`src/pkg/tlbreg_pkg.sv`:
```
// Purpose: constants for the translation buffer control registers
// Assumes: AHB-Lite register access, 32-bit words
// Notes: register indices are word numbers; byte address is index * 4
`default_nettype none
package tlbreg_pkg;
    localparam logic [2:0] IDX_ENTRY_SELECTOR = 3'h0;
    localparam logic [2:0] IDX_REPLACEMENT_POINTER = 3'h1;
    localparam logic [2:0] IDX_EVEN_PAGE_FRAME = 3'h2;
    localparam logic [2:0] IDX_ODD_PAGE_FRAME = 3'h3;
    localparam logic [2:0] IDX_PAGE_SIZE_MASK = 3'h5;
    localparam logic [2:0] IDX_LOCKED_BOUNDARY = 3'h6;
    localparam logic [2:0] IDX_OPERATION = 3'h7;
    localparam int ADDR_LSB = 2;
    localparam int PROBE_MISS_BIT = 31;
    localparam logic [4:0] TOP_ENTRY = 5'h1F;
    localparam logic [5:0] POINTER_RESET = 6'h1F;
    localparam logic [5:0] BOUNDARY_RESET = 6'h00;
    localparam logic [5:0] FIELD6_RESET = 6'h00;
    localparam logic [25:0] FRAME_RESET = 26'h0000000;
    localparam logic [11:0] MASK_RESET = 12'h000;
    localparam int MASK_LSB = 13;
    localparam int MASK_MSB = 24;
    localparam int FRAME_MSB = 25;
    localparam logic [1:0] HTRANS_NONSEQ = 2'h2;
    localparam logic [2:0] HSIZE_WORD = 3'h2;
    localparam logic [1:0] OP_PROBE = 2'h0;
    localparam logic [1:0] OP_READ = 2'h1;
    localparam logic [1:0] OP_WRITE_INDEXED = 2'h2;
    localparam logic [1:0] OP_WRITE_RANDOM = 2'h3;
endpackage
`default_nettype wire

```
`src/verilog/tlbreg_top.sv`:
```
// Purpose: translation buffer entry selector, replacement pointer,
//          locked boundary, page frame and page mask registers
// Assumes: pipeline strobes are synchronous to core_clk_i
// Notes: the buffer array itself lives outside; this block steers it
`default_nettype none
// Contract
// - read/write selector holds six-bit entry field
// - selector top bit flags latest probe miss
// - selector names entry for read/indexed write
// - only selector bits 4:0 steer operations
// - reserved bits written zero, read zero
// - read-only pointer; pointer, boundary use 4:0
// - pointer decrements per instruction, within bounds
// - random write uses current pointer value
// - cold reset loads pointer with 31
// - boundary write forces pointer to 31
// - even and odd page frame registers
// - read/write page mask, buffer source/destination
// - stored mask holds only address bits 24:13
// - random write never hits locked entries, except one issued in a boundary write cycle
// - boundary entry itself is randomly replaceable
// - cold reset clears boundary to zero
module tlbreg_top
    import tlbreg_pkg::*;
(
    input wire logic core_clk_i,
    input wire logic reset_i,
    // ahb-lite slave
    input wire logic hsel_i,
    input wire logic [31:0] haddr_i,
    input wire logic [1:0] htrans_i,
    input wire logic hwrite_i,
    input wire logic [2:0] hsize_i,
    input wire logic [31:0] hwdata_i,
    input wire logic hready_i,
    output logic [31:0] hrdata_o,
    output logic hreadyout_o,
    output logic hresp_o,
    // pipeline side
    input wire logic instr_retire_i,
    input wire logic op_valid_i,
    input wire logic [1:0] op_kind_i,
    input wire logic probe_hit_i,
    input wire logic [4:0] probe_entry_i,
    input wire logic [25:0] read_even_frame_i,
    input wire logic [25:0] read_odd_frame_i,
    input wire logic [11:0] read_mask_i,
    // buffer array side
    output logic buf_write_o,
    output logic [4:0] buf_entry_o,
    output logic [25:0] buf_even_frame_o,
    output logic [25:0] buf_odd_frame_o,
    output logic [11:0] buf_mask_o
);

    // ------------------------------------------------------------
    // registers
    // ------------------------------------------------------------
    logic probe_miss;
    logic [5:0] entry_field;
    logic [5:0] pointer;
    logic [5:0] boundary;
    logic [25:0] even_frame;
    logic [25:0] odd_frame;
    logic [11:0] mask;

    logic ph_write;
    logic ph_read;
    logic [2:0] ph_index;
    logic [31:0] next_rdata;
    logic bus_ok;
    logic wr_boundary;
    logic wr_op;
    logic [1:0] next_op;
    logic op_fire;
    logic [2:0] rd_index;

    typedef enum logic [1:0] {
        TLBREG_IDLE,
        TLBREG_DATA
    } tlbreg_phase_t;
    tlbreg_phase_t phase;

    // ------------------------------------------------------------
    // bus address phase
    // ------------------------------------------------------------
    assign bus_ok = hsel_i && hready_i && (htrans_i == HTRANS_NONSEQ)
                    && (hsize_i == HSIZE_WORD);
    assign rd_index = haddr_i[ADDR_LSB+2:ADDR_LSB];

    always_ff @(posedge core_clk_i or posedge reset_i) begin
        if (reset_i) begin
            phase <= TLBREG_IDLE;
            ph_write <= 1'b0;
            ph_read <= 1'b0;
            ph_index <= 3'h0;
        end else begin
            case (phase)
                TLBREG_IDLE,
                TLBREG_DATA: begin
                    phase <= bus_ok ? TLBREG_DATA : TLBREG_IDLE;
                    ph_write <= bus_ok && hwrite_i;
                    ph_read <= bus_ok && !hwrite_i;
                    ph_index <= haddr_i[ADDR_LSB+2:ADDR_LSB];
                end
                default: begin
                    phase <= TLBREG_IDLE;
                    ph_write <= 1'b0;
                    ph_read <= 1'b0;
                end
            endcase
        end
    end

    // zero wait states; reads come from registers in the address phase
    always_ff @(posedge core_clk_i or posedge reset_i) begin
        if (reset_i) begin
            hreadyout_o <= 1'b0;
            hresp_o <= 1'b0;
        end else begin
            hreadyout_o <= 1'b1;
            hresp_o <= 1'b0;
        end
    end

    // ------------------------------------------------------------
    // read mux
    // ------------------------------------------------------------
    // bits that software can write and read back, per register index;
    // everything outside them is reserved and reads zero, except the read-only pointer bits 5:0
    function automatic logic [31:0] sw_bits(input logic [2:0] idx);
        case (idx)
            IDX_ENTRY_SELECTOR: sw_bits = 32'h8000003F;
            IDX_EVEN_PAGE_FRAME,
            IDX_ODD_PAGE_FRAME: sw_bits = 32'h03FFFFFF;
            IDX_PAGE_SIZE_MASK: sw_bits = 32'h01FFE000;
            IDX_LOCKED_BOUNDARY: sw_bits = 32'h0000003F;
            default: sw_bits = 32'h00000000;
        endcase
    endfunction

    always_comb begin
        next_rdata = 32'h00000000;
        case (haddr_i[ADDR_LSB+2:ADDR_LSB])
            IDX_ENTRY_SELECTOR: begin
                next_rdata[PROBE_MISS_BIT] = probe_miss;
                next_rdata[5:0] = entry_field;
            end
            IDX_REPLACEMENT_POINTER: next_rdata[5:0] = pointer;
            IDX_EVEN_PAGE_FRAME: next_rdata[FRAME_MSB:0] = even_frame;
            IDX_ODD_PAGE_FRAME: next_rdata[FRAME_MSB:0] = odd_frame;
            IDX_PAGE_SIZE_MASK: next_rdata[MASK_MSB:MASK_LSB] = mask;
            IDX_LOCKED_BOUNDARY: next_rdata[5:0] = boundary;
            default: next_rdata = 32'h00000000;
        endcase
    end

    always_ff @(posedge core_clk_i or posedge reset_i) begin
        if (reset_i) begin
            hrdata_o <= 32'h00000000;
        end else if (bus_ok && !hwrite_i) begin
            // a read may follow a write at once; forward the written word
            // so the read is not stale. a probe or buffer read landing in
            // that same cycle is not reflected in the forwarded value
            if (ph_write && ph_index == rd_index
                && sw_bits(rd_index) != 32'h00000000) begin
                hrdata_o <= hwdata_i & sw_bits(rd_index);
            end else if (wr_boundary
                         && rd_index == IDX_REPLACEMENT_POINTER) begin
                hrdata_o <= {26'h0000000, POINTER_RESET};
            end else begin
                hrdata_o <= next_rdata;
            end
        end
    end

    // ------------------------------------------------------------
    // software writes and pipeline operations
    // ------------------------------------------------------------
    assign wr_boundary = ph_write && (ph_index == IDX_LOCKED_BOUNDARY);
    assign wr_op = ph_write && (ph_index == IDX_OPERATION);
    assign op_fire = op_valid_i || wr_op;
    assign next_op = wr_op ? hwdata_i[1:0] : op_kind_i;

    // selector; probe result wins over a software write
    always_ff @(posedge core_clk_i or posedge reset_i) begin
        if (reset_i) begin
            probe_miss <= 1'b0;
            entry_field <= FIELD6_RESET;
        end else if (op_fire && next_op == OP_PROBE) begin
            probe_miss <= !probe_hit_i;
            if (probe_hit_i) begin
                entry_field <= {1'b0, probe_entry_i};
            end
        end else if (ph_write && ph_index == IDX_ENTRY_SELECTOR) begin
            probe_miss <= hwdata_i[PROBE_MISS_BIT];
            entry_field <= hwdata_i[5:0];
        end
    end

    // holding registers; buffer read loads them
    always_ff @(posedge core_clk_i or posedge reset_i) begin
        if (reset_i) begin
            even_frame <= FRAME_RESET;
            odd_frame <= FRAME_RESET;
            mask <= MASK_RESET;
        end else if (op_fire && next_op == OP_READ) begin
            even_frame <= read_even_frame_i;
            odd_frame <= read_odd_frame_i;
            mask <= read_mask_i;
        end else if (ph_write) begin
            if (ph_index == IDX_EVEN_PAGE_FRAME) begin
                even_frame <= hwdata_i[FRAME_MSB:0];
            end
            if (ph_index == IDX_ODD_PAGE_FRAME) begin
                odd_frame <= hwdata_i[FRAME_MSB:0];
            end
            if (ph_index == IDX_PAGE_SIZE_MASK) begin
                mask <= hwdata_i[MASK_MSB:MASK_LSB];
            end
        end
    end

    always_ff @(posedge core_clk_i or posedge reset_i) begin
        if (reset_i) begin
            boundary <= BOUNDARY_RESET;
        end else if (wr_boundary) begin
            boundary <= hwdata_i[5:0];
        end
    end

    // ------------------------------------------------------------
    // replacement pointer
    // ------------------------------------------------------------
    // bit 5 of the pointer is never set by hardware; it reads back 0
    always_ff @(posedge core_clk_i or posedge reset_i) begin
        if (reset_i) begin
            pointer <= POINTER_RESET;
        end else if (wr_boundary) begin
            pointer <= POINTER_RESET;
        end else if (instr_retire_i) begin
            // boundary entry stays in the random region
            if (pointer[4:0] <= boundary[4:0]) begin
                pointer <= POINTER_RESET;
            end else begin
                pointer <= pointer - 6'h01;
            end
        end
    end

    // ------------------------------------------------------------
    // buffer array drive
    // ------------------------------------------------------------
    // pointer never rests below the boundary, so random writes land in the locked region
    // only when issued in the cycle of a boundary write; indexed writes may go anywhere
    always_ff @(posedge core_clk_i or posedge reset_i) begin
        if (reset_i) begin
            buf_write_o <= 1'b0;
            buf_entry_o <= 5'h00;
            buf_even_frame_o <= FRAME_RESET;
            buf_odd_frame_o <= FRAME_RESET;
            buf_mask_o <= MASK_RESET;
        end else begin
            buf_write_o <= op_fire && (next_op == OP_WRITE_INDEXED
                           || next_op == OP_WRITE_RANDOM);
            if (op_fire && next_op == OP_WRITE_RANDOM) begin
                buf_entry_o <= pointer[4:0];
            end else begin
                buf_entry_o <= entry_field[4:0];
            end
            buf_even_frame_o <= even_frame;
            buf_odd_frame_o <= odd_frame;
            buf_mask_o <= mask;
        end
    end

    // ------------------------------------------------------------
    // checks
    // ------------------------------------------------------------
    property p_ptr_bounds;
        @(posedge core_clk_i) disable iff (reset_i)
        pointer[4:0] >= boundary[4:0] || pointer == POINTER_RESET;
    endproperty
    a_ptr_bounds: assert property (p_ptr_bounds)
        else $error("pointer below boundary");

    property p_wrap;
        @(posedge core_clk_i) disable iff (reset_i)
        (instr_retire_i && !wr_boundary
         && pointer[4:0] <= boundary[4:0]) |=> pointer == 6'h1F;
    endproperty
    a_wrap: assert property (p_wrap)
        else $error("pointer did not reload");

    property p_dec;
        @(posedge core_clk_i) disable iff (reset_i)
        (instr_retire_i && !wr_boundary && pointer[4:0] > boundary[4:0])
        |=> pointer == $past(pointer) - 6'h01;
    endproperty
    a_dec: assert property (p_dec)
        else $error("pointer did not decrement");

    property p_bwr;
        @(posedge core_clk_i) disable iff (reset_i)
        wr_boundary |=> pointer == 6'h1F && boundary == $past(hwdata_i[5:0]);
    endproperty
    a_bwr: assert property (p_bwr)
        else $error("boundary write did not reset pointer");

    property p_miss;
        @(posedge core_clk_i) disable iff (reset_i)
        (op_fire && next_op == OP_PROBE) |=> probe_miss == !$past(probe_hit_i);
    endproperty
    a_miss: assert property (p_miss)
        else $error("probe flag wrong");

    property p_rand;
        @(posedge core_clk_i) disable iff (reset_i)
        (op_fire && next_op == OP_WRITE_RANDOM)
        |=> buf_write_o && buf_entry_o == $past(pointer[4:0]);
    endproperty
    a_rand: assert property (p_rand)
        else $error("random write entry wrong");

    property p_idx;
        @(posedge core_clk_i) disable iff (reset_i)
        (op_fire && next_op == OP_WRITE_INDEXED)
        |=> buf_write_o && buf_entry_o == $past(entry_field[4:0]);
    endproperty
    a_idx: assert property (p_idx)
        else $error("indexed write entry wrong");

    property p_lock;
        @(posedge core_clk_i) disable iff (reset_i)
        (op_fire && next_op == OP_WRITE_RANDOM)
        |=> buf_entry_o >= $past(boundary[4:0]) || buf_entry_o == 5'h1F;
    endproperty
    a_lock: assert property (p_lock)
        else $error("random write into locked region");

    property p_rsvd;
        @(posedge core_clk_i) disable iff (reset_i)
        ph_read && $past(haddr_i[4:2]) == IDX_REPLACEMENT_POINTER
        |-> hrdata_o[31:6] == 26'h0000000;
    endproperty
    a_rsvd: assert property (p_rsvd)
        else $error("reserved bits not zero");

    property p_reset_vals;
        @(posedge core_clk_i) disable iff (reset_i)
        $fell(reset_i) |-> pointer == POINTER_RESET
                           && boundary == BOUNDARY_RESET;
    endproperty
    a_reset_vals: assert property (p_reset_vals)
        else $error("pointer or boundary wrong after reset");

    property p_hit_entry;
        @(posedge core_clk_i) disable iff (reset_i)
        (op_fire && next_op == OP_PROBE && probe_hit_i)
        |=> entry_field == {1'b0, $past(probe_entry_i)};
    endproperty
    a_hit_entry: assert property (p_hit_entry)
        else $error("probe hit did not load selector");

    property p_hold_load;
        @(posedge core_clk_i) disable iff (reset_i)
        (op_fire && next_op == OP_READ)
        |=> even_frame == $past(read_even_frame_i)
            && odd_frame == $past(read_odd_frame_i)
            && mask == $past(read_mask_i);
    endproperty
    a_hold_load: assert property (p_hold_load)
        else $error("buffer read did not load holding registers");

    property p_rsvd_all;
        @(posedge core_clk_i) disable iff (reset_i)
        ph_read |-> (hrdata_o & ~(sw_bits(ph_index) | 32'h0000003F))
                    == 32'h00000000;
    endproperty
    a_rsvd_all: assert property (p_rsvd_all)
        else $error("reserved read bits not zero");

endmodule // tlbreg_top
`default_nettype wire

```
`config.mk`:
```
export PLATFORM = sky130hd
export DESIGN_NAME = tlbreg_top
export DESIGN_NICKNAME = d
export VERILOG_FILES = /design/src/pkg/tlbreg_pkg.sv /design/src/verilog/tlbreg_top.sv
export SDC_FILE = /design/constraint.sdc
export NUM_CORES = 1
export LEC_CHECK = 0
export BUFFER_PORTS_ARGS = -buffer_cell sky130_fd_sc_hd__buf_2
export CORE_MARGIN = 3
export CORE_UTILIZATION = 51
export CTS_BUF_LIST = sky130_fd_sc_hd__clkbuf_16
export DETAILED_ROUTE_END_ITERATION = 12
export GPL_ROUTABILITY_DRIVEN = 0
export PLACE_DENSITY = 0.8
export SLEW_MARGIN = 20
export SYNTH_ARGS = -nofsm -noshare
export SYNTH_HDL_FRONTEND = slang
export SYNTH_SLANG_ARGS = --single-unit
```
`constraint.sdc`:
```
create_clock -name core_clk_i -period 6.75 [get_ports core_clk_i]
set_clock_uncertainty 0.1 [all_clocks]
set_input_delay 0 -clock core_clk_i [delete_from_list [all_inputs] [get_ports core_clk_i]]
set_output_delay 0 -clock core_clk_i [all_outputs]
set_load 0.01 [all_outputs]
```
==> out/summary.txt, run 1 <==
Outcome -> finished, violations left
Failing checks -> hold timing
Post-synth top cells -> dfrtp_1 (180), mux2i_1 (91), nand2_1 (82)
Final Hold Slack -> -0.00545 ns
CTS H-Tree Depth -> 4
ANT cells -> 0
R2R Path Start -> ph_index[2]
Final min period -> 3.08 ns
Wirelength, routed -> 25800 µm
DIE HEIGHT -> 132 µm
Switching power -> 873 µW
Critical path depth in cells -> 5
DRT Pass-1 Iters -> 5
Seq/Total Area, Yosys -> 57.1%
Vias in the first global route -> 7616
MaxCap Viol Count -> 0
Final Max Tran Viols -> 0
Critical Path Sink Type -> flop
DIE WIDTH -> 132 µm
Worst Path Required -> 6.95 ns
Hold Path Class -> in2reg
Startpoint types -> flop
Post-synthesis area per instance -> 11.7 µm²
Leak -> 5.64 nW
Finished Core Util -> 75.5%
Fmax -> 324 MHz
Largest area contributor in the netlist -> dfrtp_1
Synthesized instance count -> 695
Max_slew headroom -> 29.5%
Post-synth cell types -> 65
Final setup vio count -> 0
Initial antenna violation count -> 0
Core box area -> 15400 µm²
# IOs -> 252
Ys async rst share -> 100%
Total GRT Usage -> 29.5%
Worst-path clk slew -> 0.07 ns
Num rows -> 45
P&R area growth vs syn -> 42.9%
Period utilisation layout -> 45.7%
Post-synth EDFFs -> 0
Antenna Nets Post-Route -> 0
CTS tree -> yes
Longest Clk Path Bufs -> 2
Design Power -> 3.10 mW
Flop2flop setup slack -> 3.67 ns
Syn. warnings -> 0
Worst endpoint data arrival time -> 3.28 ns
Filler instances -> 934
Register share of total power -> 45.3%
# resized after CTS -> 0
RSZ-0062 raised after global routing -> false
Crit-path cells -> nand4b_1, buf_4, mux2i_1, o21ai_0, dlygate4sd3_1
Global route overflow -> 0
Root Driver -> clkbuf_16
Worst Min Path Start -> hready_i
Cts bufs inserted -> 17
Internal power -> 2.23 mW
Via count -> 7188
Final hold vios -> 1
Mapped Area -> 8120 µm²
Cell depth of the worst hold path -> 4
PwrDens -> 267 nW/µm²
Pin count of the biggest net entering global routing -> 113
Vias per cell -> 5.58
Setup bufs post-CTS -> 0
Peak VDD IR -> 0.200 mV
#FFs+latches synth -> 185
Wire per inst -> 20.0 µm
Share of post-route cells with drive strength above 1 -> 28.5%
Initial Util -> 52.8%
DP Wirelength -> 14100 µm
Slew @ Worst Pin -> 1.05 ns
Crit-path leading delay family -> buffers and inverters
DRC violations left -> 0
Worst reg2reg path depth -> 5
Clk pwr share -> 35.0%
Comb power frac -> 19.8%
Buf+Inv Stages, Crit Path -> 2
Crit Path Category -> reg2reg
Share of the synthesized area in the top cell type -> 55.5%
Hold-critical path endpoint -> hrdata_o[1]
Nets@finish -> 1218
Clk_lat worst skew -> 0.43 ns
CP peak stage delay -> 0.84 ns
Reg-to-Reg End -> odd_frame[16]
Crit path from -> ph_index[2]
Hold_buf cts -> 177
Count leader, synth -> dfrtp_1
Initial DRC Count -> 599
Die Area -> 17500 µm²
Synth top area cells -> dfrtp_1 (55%), mux2i_1 (11%), o21ai_0 (4.3%)
Post-synth top flop -> dfrtp_1
First-pass GRT wire length -> 40800 µm
IO buf count -> 211
Crit Path Max Fanout -> 17
Clk sink count -> 185
Switching share of power -> 28.1%
CP max-delay cell -> nand4b_1
Setup TNS -> 0 ns
==> worst max path at each step <==
stage                     slack (ns)       endpoint
after floorplan                 1.63    boundary[0]
after global placement          4.24   hrdata_o[17]
after detailed placement        4.22   hrdata_o[17]
after CTS                       3.75  odd_frame[16]
after global routing            3.58  odd_frame[15]
final                           3.67  odd_frame[16]
==> layer usage <==
metal	vias to the layer above	global-route usage (%)	part of all wire (%)
li1	3176	-	-
met1	3581	36.1	39
met2	371	52.0	52
met3	60	6.07	6.8
met4	0	10.2	2.5
met5	-	0	0
==> cell usage in the layout (no fill, tap or decap), types with 3 or more instances in the layout <==
cell type	count
mux4_1	3
nand2_2	8
clkinv_2	3
a221oi_1	3
o31ai_1	8
a22oi_1	12
o21ai_0	70
xnor2_1	3
buf_4	7
clkbuf_16	17
nor3b_1	3
inv_1	16
nand2b_1	3
bufinv_16	4
nand2_1	81
dfrtp_1	180
inv_6	4
nor3_1	6
nor2_1	24
conb_1	7
dfstp_2	5
mux2_2	14
a31oi_1	3
o21ai_2	10
ha_1	6
o21ai_1	14
a21oi_2	5
nand3_1	6
mux2i_1	91
a21oi_1	21
dlygate4sd3_1	177
buf_2	211
o2bb2ai_1	5
o22ai_1	6
==> worst register-to-register path: cells and delay by family (launching register included) <==
| kind | cells | cell delay [ns] |
|---|---|---|
| AOI/OAI and AO/OA | 1 | 0.12 |
| DFF | 1 | 0.48 |
| buffers and inverters | 2 | 1.19 |
| and+or+nand+nor | 1 | 0.84 |
| muxes | 1 | 0.23 |
==> metrics by stage <==
step	setup WS (ns)	cell area, µm²	std cells
floorplan	1.63	8140	700
global route	3.58	11600	1288
finish	3.67	11600	1288
CTS	3.75	11600	1288
global placement	4.24	9190	1079
detailed placement	4.22	9190	1079
==> cell type report <==
class | instances | area [µm²] | share of cell area [%]
Clock inverter | 15 | 216 | 1.87
Tap cell | 211 | 264 | 2.27
Multi-Input combinational cell | 447 | 3110 | 26.8
Timing Repair Buffer | 395 | 2880 | 24.8
Clock buffer | 17 | 425 | 3.67
Sequential cell | 185 | 4640 | 39.9
Inverter | 18 | 72.6 | 0.625
==> cells by family (layout without fill, tap and decap cells) <==
kind of cell	count (synthesis)	count (layout)	share of synthesized area, %
fa+ha+maj	7	7	1.06
other cells	2	7	0.0925
xor+xnor	3	3	0.324
buf+inv	68	445	4.92
compound gates	172	172	13.5
mux	108	108	14.1
flops	185	185	57.1
simple gates	150	150	8.89
==> flip-flops by register name, indices dropped and copies added (netlist names), 3 cells and up <==
| register | count |
|---|---|
| ph_index | 3 |
| odd_frame | 26 |
| pointer | 6 |
| buf_even_frame_o | 26 |
| buf_entry_o | 5 |
| entry_field | 6 |
| even_frame | 26 |
| boundary | 6 |
| hrdata_o | 27 |
| buf_mask_o | 12 |
| buf_odd_frame_o | 26 |
| mask | 12 |
==> power groups by stage <==
stage / logic, mW / registers (mW) / clock network, mW
final: 0.614 / 1.40 / 1.08
after global routing: 0.669 / 1.42 / 1.13
after CTS: 0.592 / 1.39 / 1.09
after global placement: 0.437 / 1.41 / 0
after floorplan: 0.242 / 1.42 / 0
after detailed placement: 0.452 / 1.41 / 0
(Power assumes the default switching activity.)
==> run 2: changes to the inputs <==
--- a/config.mk
+++ b/config.mk
@@ -5,13 +5,14 @@
 export SDC_FILE = /design/constraint.sdc
 export NUM_CORES = 1
 export LEC_CHECK = 0
+export ABC_AREA = 1
 export BUFFER_PORTS_ARGS = -buffer_cell sky130_fd_sc_hd__buf_2
 export CORE_MARGIN = 3
-export CORE_UTILIZATION = 51
+export CORE_UTILIZATION = 47
 export CTS_BUF_LIST = sky130_fd_sc_hd__clkbuf_16
 export DETAILED_ROUTE_END_ITERATION = 12
 export GPL_ROUTABILITY_DRIVEN = 0
-export PLACE_DENSITY = 0.8
+export PLACE_DENSITY = 0.77
 export SLEW_MARGIN = 20
 export SYNTH_ARGS = -nofsm -noshare
 export SYNTH_HDL_FRONTEND = slang
==> constraint.sdc (replaced) <==
create_clock -name core_clk_i -period 2.6 [get_ports core_clk_i]
set_clock_uncertainty 0.1 [all_clocks]
set_input_delay 0 -clock core_clk_i [delete_from_list [all_inputs] [get_ports core_clk_i]]
set_output_delay 0 -clock core_clk_i [all_outputs]
set_load 0.01 [all_outputs]
==> out/summary.txt, run 2 <==
Outcome -> completed
Syn. warnings -> 0 (unchanged)
Internal power -> 5.23 mW (+130%)
Cell depth of the worst hold path -> 5 (+1)
Final hold vios -> 0 (-1)
Num rows -> 48 (+6.7%)
Max_slew headroom -> 45.0% (+15 points)
Most frequent cells in the layout -> nand2_1 (342), nand3_1 (235), buf_2 (211)
DIE WIDTH -> 139 µm (+5.4%)
Pin count of the biggest net entering global routing -> 100 (-12%)
Leading cell type in the layout, fill and taps excluded -> nand2_1
Comb power frac -> 17.0% (-2.8 points)
Crit Path Category -> reg2reg
Filler instances -> 1367 (+46%)
Clk_lat worst skew -> 0.43 ns (about the same)
RSZ-0062 raised after global routing -> false
Worst Path Required -> 2.80 ns (-4.15 ns)
Die Area -> 19400 µm² (+11%)
Worst Min Path Start -> op_kind_i[0]
Antenna Nets Post-Route -> 0 (unchanged)
CTS H-Tree Depth -> 4 (unchanged)
PwrDens -> 635 nW/µm² (+140%)
Clk sink count -> 185 (unchanged)
Final min period -> 2.43 ns (-0.652 ns)
DIE HEIGHT -> 139 µm (+5.4%)
Ys async rst share -> 100% (unchanged)
Share of post-route cells with drive strength above 1 -> 22.2% (-6.3 points)
Vias in the first global route -> 8436 (+11%)
Worst reg2reg path depth -> 11 (+6)
Final Non-Filler Cells -> 1556 (+21%)
Slew @ Worst Pin -> 0.822 ns (-0.231 ns)
Setup TNS -> 0 ns (unchanged)
Post-synth top flop -> dfrtp_1
Cts bufs inserted -> 17 (unchanged)
Reg-to-Reg End -> even_frame[4]
CTS tree -> yes
P&R area growth vs syn -> 37.2%
Placed Instances -> 1400 (+30%)
Wirelength, routed -> 27700 µm (+7.4%)
Wire per inst -> 17.8 µm (-11%)
Post-synth top cells -> nand2_1 (343), nand3_1 (235), dfrtp_1 (180)
Multi-input combinational cell area -> 3320 µm² (+6.8%)
Fmax -> 411 MHz (+27%)
# IOs -> 252 (unchanged)
Synth top area cells -> dfrtp_1 (54%), nand2_1 (15%), nand3_1 (14%)
MaxCap Viol Count -> 0 (unchanged)
Crit Path Max Fanout -> 17 (unchanged)
Flop2flop setup slack -> 0.17 ns (-3.50 ns)
Global route overflow -> 0 (unchanged)
Register share of total power -> 48.5% (+3.2 points)
Register Area -> 4640 µm² (about the same)
Longest Clk Path Bufs -> 2 (unchanged)
IO buf count -> 211 (unchanged)
DRT Pass-1 Iters -> 5 (unchanged)
Hold-critical path endpoint -> entry_field[5]
Root Driver -> clkbuf_16
Mapped Area -> 8360 µm² (+3.0%)
Worst-path clk slew -> 0.07 ns (about the same)
R2R Path Start -> ph_index[0]
Startpoint types -> flop
Count leader, synth -> nand2_1
Largest area contributor in the netlist -> dfrtp_1
Seq/Total Area, Yosys -> 55.5% (-1.6 points)
Synthesized instance count -> 992 (+43%)
Max reg flops -> 27 (unchanged)
Vias per cell -> 5.55 (-0.56%)
Initial antenna violation count -> 0 (unchanged)
Initial Util -> 48.2% (-4.7 points)
Clk pwr share -> 34.5% (-0.5 points)
Post-synth cell types -> 32 (-51%)
Via count -> 8635 (+20%)
First-pass GRT wire length -> 44000 µm (+7.8%)
Initial DRC Count -> 1118 (+87%)
#FFs+latches synth -> 185 (unchanged)
Core box area -> 17400 µm² (+13%)
Final Max Tran Viols -> 0 (unchanged)
ANT cells -> 0 (unchanged)
Nets@finish -> 1472 (+21%)
Share of the synthesized area in the top cell type -> 53.9% (-1.6 points)
Reg with most FFs -> hrdata_o
Post-synthesis area per instance -> 8.43 µm² (-28%)
Post-synth EDFFs -> 0 (unchanged)
Peak VDD IR -> 0.478 mV (+140%)
DP Wirelength -> 17800 µm (+26%)
Total GRT Usage -> 28.5% (-0.98 points)
Critical Path Sink Type -> flop
Worst endpoint data arrival time -> 2.63 ns (-0.65 ns)
Leak -> 6.05 nW (+7.3%)
Hold Path Class -> in2reg
Switching power -> 2.06 mW (+140%)
Final setup vio count -> 0 (unchanged)
Period utilisation layout -> 93.5% (+48 points)
Switching share of power -> 28.2% (+0.061 points)
DRC violations left -> 0 (unchanged)
==> run 2: worst max path at each step <==
stage          slack (ns)        endpoint         from  cells after the start
6_report             0.17   even_frame[4]  ph_index[0]                     11
5_1_grt             0.009   even_frame[2]  ph_index[0]                     10
4_1_cts              0.01   even_frame[1]     ph_write                      9
3_5_place_dp         0.32         mask[5]     ph_write                      9
3_3_place_gp         0.37  even_frame[12]     ph_write                      9
2_1_floorplan        0.13     boundary[0]      reset_i                      1
==> run 2: cells by family (layout without fill, tap and decap cells) <==
kind of cell    after synthesis  after routing  share of synthesized area, %
compound gates               37             37                          2.54
xor+xnor                      1              1                         0.105
buf+inv                     101            435                          5.43
flops                       185            185                          55.5
fa+ha+maj                     6              6                         0.898
simple gates                660            660                          35.5
other cells                   2              7                        0.0898
==> run 2: power by group through the flow <==
stage / Clock, mW / Combinational [mW] / Sequential, mW
floorplan: 0 / 0.501 / 3.59
global placement: 0 / 1.02 / 3.56
detailed placement: 0 / 1.05 / 3.57
CTS: 2.53 / 1.21 / 3.52
global route: 2.65 / 1.37 / 3.57
finish: 2.52 / 1.24 / 3.53
==> run 2: repair_timing <==
item                       4_1_cts  5_1_grt
hold buffers                   120        0
setup buffers                    0        4
gates resized for setup          0        6
setup endpoints to repair        0       13
hold endpoints to repair       299        0
==> run 2: final cells by class <==
class / count / share of cell area (%)
clock buffers: 17 / 3.71
clock inverters: 15 / 1.19
inverters: 46 / 1.54
multi-input cells: 711 / 28.9
flip-flops and latches: 185 / 40.4
well taps: 225 / 2.45
repair buffers: 357 / 21.7
==> run 2: worst max-delay path, cell delays in order (launching register included) <==
cell	delay, ns
dfrtp_1	0.42
nand2_1	0.16
nor2_4	0.17
inv_2	0.07
nand2_1	0.11
nand2_4	0.13
nand3_4	0.17
inv_2	0.05
buf_4	0.20
nand2_1	0.08
nand3_1	0.08
dlygate4sd3_1	0.57
==> run 2: layer usage <==
metal | vias to the layer above | global-route usage (%) | wire [µm]
met1 | 4021 | 37.5 | 10600
met5 | - | 0 | 0
met2 | 592 | 45.6 | 13100
met4 | 0 | 11.8 | 1130
met3 | 109 | 6.60 | 2940
li1 | 3913 | - | -
==> run 2: metrics by stage <==
stage | hold slack (ns) | total power [mW] | setup slack (ns) | utilization (%) | area [µm²]
after CTS | 0.0586 | 7.26 | 0.0146 | 65.8 | 11400
after detailed placement | 0.107 | 4.62 | 0.325 | 55.6 | 9650
after global routing | 0.0601 | 7.59 | 0.00879 | 66.1 | 11500
final | 0.0275 | 7.29 | 0.169 | 66.1 | 11500
after floorplan | -0.0686 | 4.09 | 0.126 | - | 8380
after global placement | 0.106 | 4.58 | 0.366 | 55.6 | 9650
==> run 3: changes to the inputs <==
--- a/config.mk
+++ b/config.mk
@@ -7,7 +7,7 @@
 export LEC_CHECK = 0
 export ABC_AREA = 1
 export BUFFER_PORTS_ARGS = -buffer_cell sky130_fd_sc_hd__buf_2
-export CORE_MARGIN = 3
+export CORE_MARGIN = 4
 export CORE_UTILIZATION = 47
 export CTS_BUF_LIST = sky130_fd_sc_hd__clkbuf_16
 export DETAILED_ROUTE_END_ITERATION = 12
==> out/summary.txt, run 3 (synthesized netlist as in run 2, its figures left out) <==
Met2 Track Usage GR -> 43.9% (-1.8 points)
Reg with most FFs -> hrdata_o
Share of post-route cells with drive strength above 1 -> 22.2% (-0.025 points)
Met1 Use GR -> 38.1% (+0.58 points)
Vias in the first global route -> 8308 (-1.5%)
Global route overflow -> 0 (unchanged)
Die Area -> 20000 µm² (+2.9%)
DRC violations left -> 0 (unchanged)
Clk_lat worst skew -> 0.43 ns (about the same)
Period utilisation layout -> 95.4% (+1.9 points)
Initial antenna violation count -> 0 (unchanged)
Leak -> 5.96 nW (-1.4%)
Nets@finish -> 1460 (-0.82%)
DIE HEIGHT -> 141 µm (+1.4%)
Max_slew headroom -> 44.3% (-0.71 points)
GRT busiest layer -> met2
MaxCap Viol Count -> 0 (unchanged)
Final Max Tran Viols -> 0 (unchanged)
Initial Util -> 48.2% (unchanged)
Crit Path Max Fanout -> 13 (-4)
Vias per cell -> 5.55 (about the same)
Longest Clk Path Bufs -> 2 (unchanged)
Final min period -> 2.48 ns (+0.0501 ns)
DRT Pass-1 Iters -> 6 (+1)
Final hold vios -> 0 (unchanged)
Worst Path Required -> 2.81 ns (about the same)
Setup TNS -> 0 ns (unchanged)
Total GRT Usage -> 28.0% (-0.50 points)
Via count -> 8581 (-0.63%)
Setup bufs post-CTS -> 0 (unchanged)
# IOs -> 252 (unchanged)
Root Driver -> clkbuf_16
Final setup vio count -> 0 (unchanged)
DIE WIDTH -> 141 µm (+1.4%)
Finished Core Util -> 65.3% (-0.84 points)
First-pass GRT wire length -> 43800 µm (-0.44%)
Slew @ Worst Pin -> 0.832 ns (+0.0106 ns)
Hold Path Class -> in2async
GRT met3 Usage -> 6.10% (-0.50 points)
Wire per inst -> 17.9 µm (+0.72%)
RSZ-0062 raised after global routing -> false
Startpoint types -> flop
Leading cell type in the layout, fill and taps excluded -> nand2_1
CTS H-Tree Depth -> 4 (unchanged)
Wirelength, routed -> 27700 µm (about the same)
Max reg flops -> 27 (unchanged)
CTS tree -> yes
Most frequent cells in the layout -> nand2_1 (343), nand3_1 (235), buf_2 (211)
Worst-path clk slew -> 0.07 ns (about the same)
Fmax -> 403 MHz (-2.0%)
Core box area -> 17400 µm² (unchanged)
Crit Path Category -> reg2reg
P&R area growth vs syn -> 35.5%
DP Wirelength -> 18000 µm (+1.2%)
Peak VDD IR -> 0.477 mV (-0.24%)
IO buf count -> 211 (unchanged)
Pin count of the biggest net entering global routing -> 61 (-39%)
Cts bufs inserted -> 17 (unchanged)
Num rows -> 48 (unchanged)
Outcome -> completed
Critical Path Sink Type -> flop
PwrDens -> 624 nW/µm² (-1.7%)
Antenna Nets Post-Route -> 0 (unchanged)
Design Power -> 7.07 mW (-3.0%)
Initial DRC Count -> 912 (-18%)
Worst endpoint data arrival time -> 2.69 ns (+0.06 ns)
Clk sink count -> 185 (unchanged)
-- run 3: metal layers --
metal  vias to the layer above  part of all wire, %
met5                         -                    0
met4                         0                  3.3
met3                        85                   10
met2                       580                   47
met1                      4020                   39
li1                       3896                    -
-- run 3: worst paths after layout --
path / cells past startpoint / endpoint / start / slack (ns)
setup reg to reg: 9 / entry_field[5] / ph_index[1] / 0.12
min in group core_clk_i: 5 / buf_entry_o[4] / op_kind_i[0] / 0.05
max in group asynchronous: 4 / buf_even_frame_o[12] / reset_i / 1.63
hold / removal: 3 / buf_mask_o[8] / reset_i / 0.04
hold reg to reg: 0 / buf_odd_frame_o[15] / odd_frame[15] / 0.30
setup / recovery: 9 / entry_field[5] / ph_index[1] / 0.12
-- run 3: layout make-up --
type	count	area, µm²
Timing Repair Buffer	345	2390
Tap cell	225	282
Inverter	46	176
Antenna cell	1	2.50
Fill cell	1343	6030
Clock buffer	17	425
Clock inverter	15	103
Sequential cell	185	4640
Multi-Input combinational cell	711	3310
-- run 3: worst max-delay path, stage by stage, from the launching register on --
cell and delay (ns):
dfrtp_1 0.42, nand2_1 0.15, nor2_4 0.18, nand2_1 0.08, nand2_2 0.10, buf_4 0.24, nand4_1 0.29, nand3_1 0.18
nand2_1 0.06, dlygate4sd3_1 0.56
-- run 3: timing repair --
| action | in CTS | in global routing |
|---|---|---|
| hold buffers | 112 | 0 |
| endpoints found under the setup margin | 0 | 2 |
| endpoints found under the hold margin | 292 | 0 |
| resized for setup | 0 | 2 |
-- run 3: metrics by stage --
step / area (µm²) / setup WS, ns / cells / hold WS [ns]
finish: 11300 / 0.119 / 1545 / 0.0401
floorplan: 8380 / 0.126 / 997 / -0.0686
global route: 11300 / 0.0150 / 1544 / 0.0884
detailed placement: 9670 / 0.414 / 1400 / -0.0433
CTS: 11300 / 0.118 / 1544 / 0.0400
global placement: 9670 / 0.449 / 1400 / -0.0473
-- run 3: power breakdown --
group / switching, mW / internal (mW)
Sequential: 0.260 / 3.27
Clock: 1.12 / 1.22
Combinational: 0.668 / 0.527
Total: 2.05 / 5.02
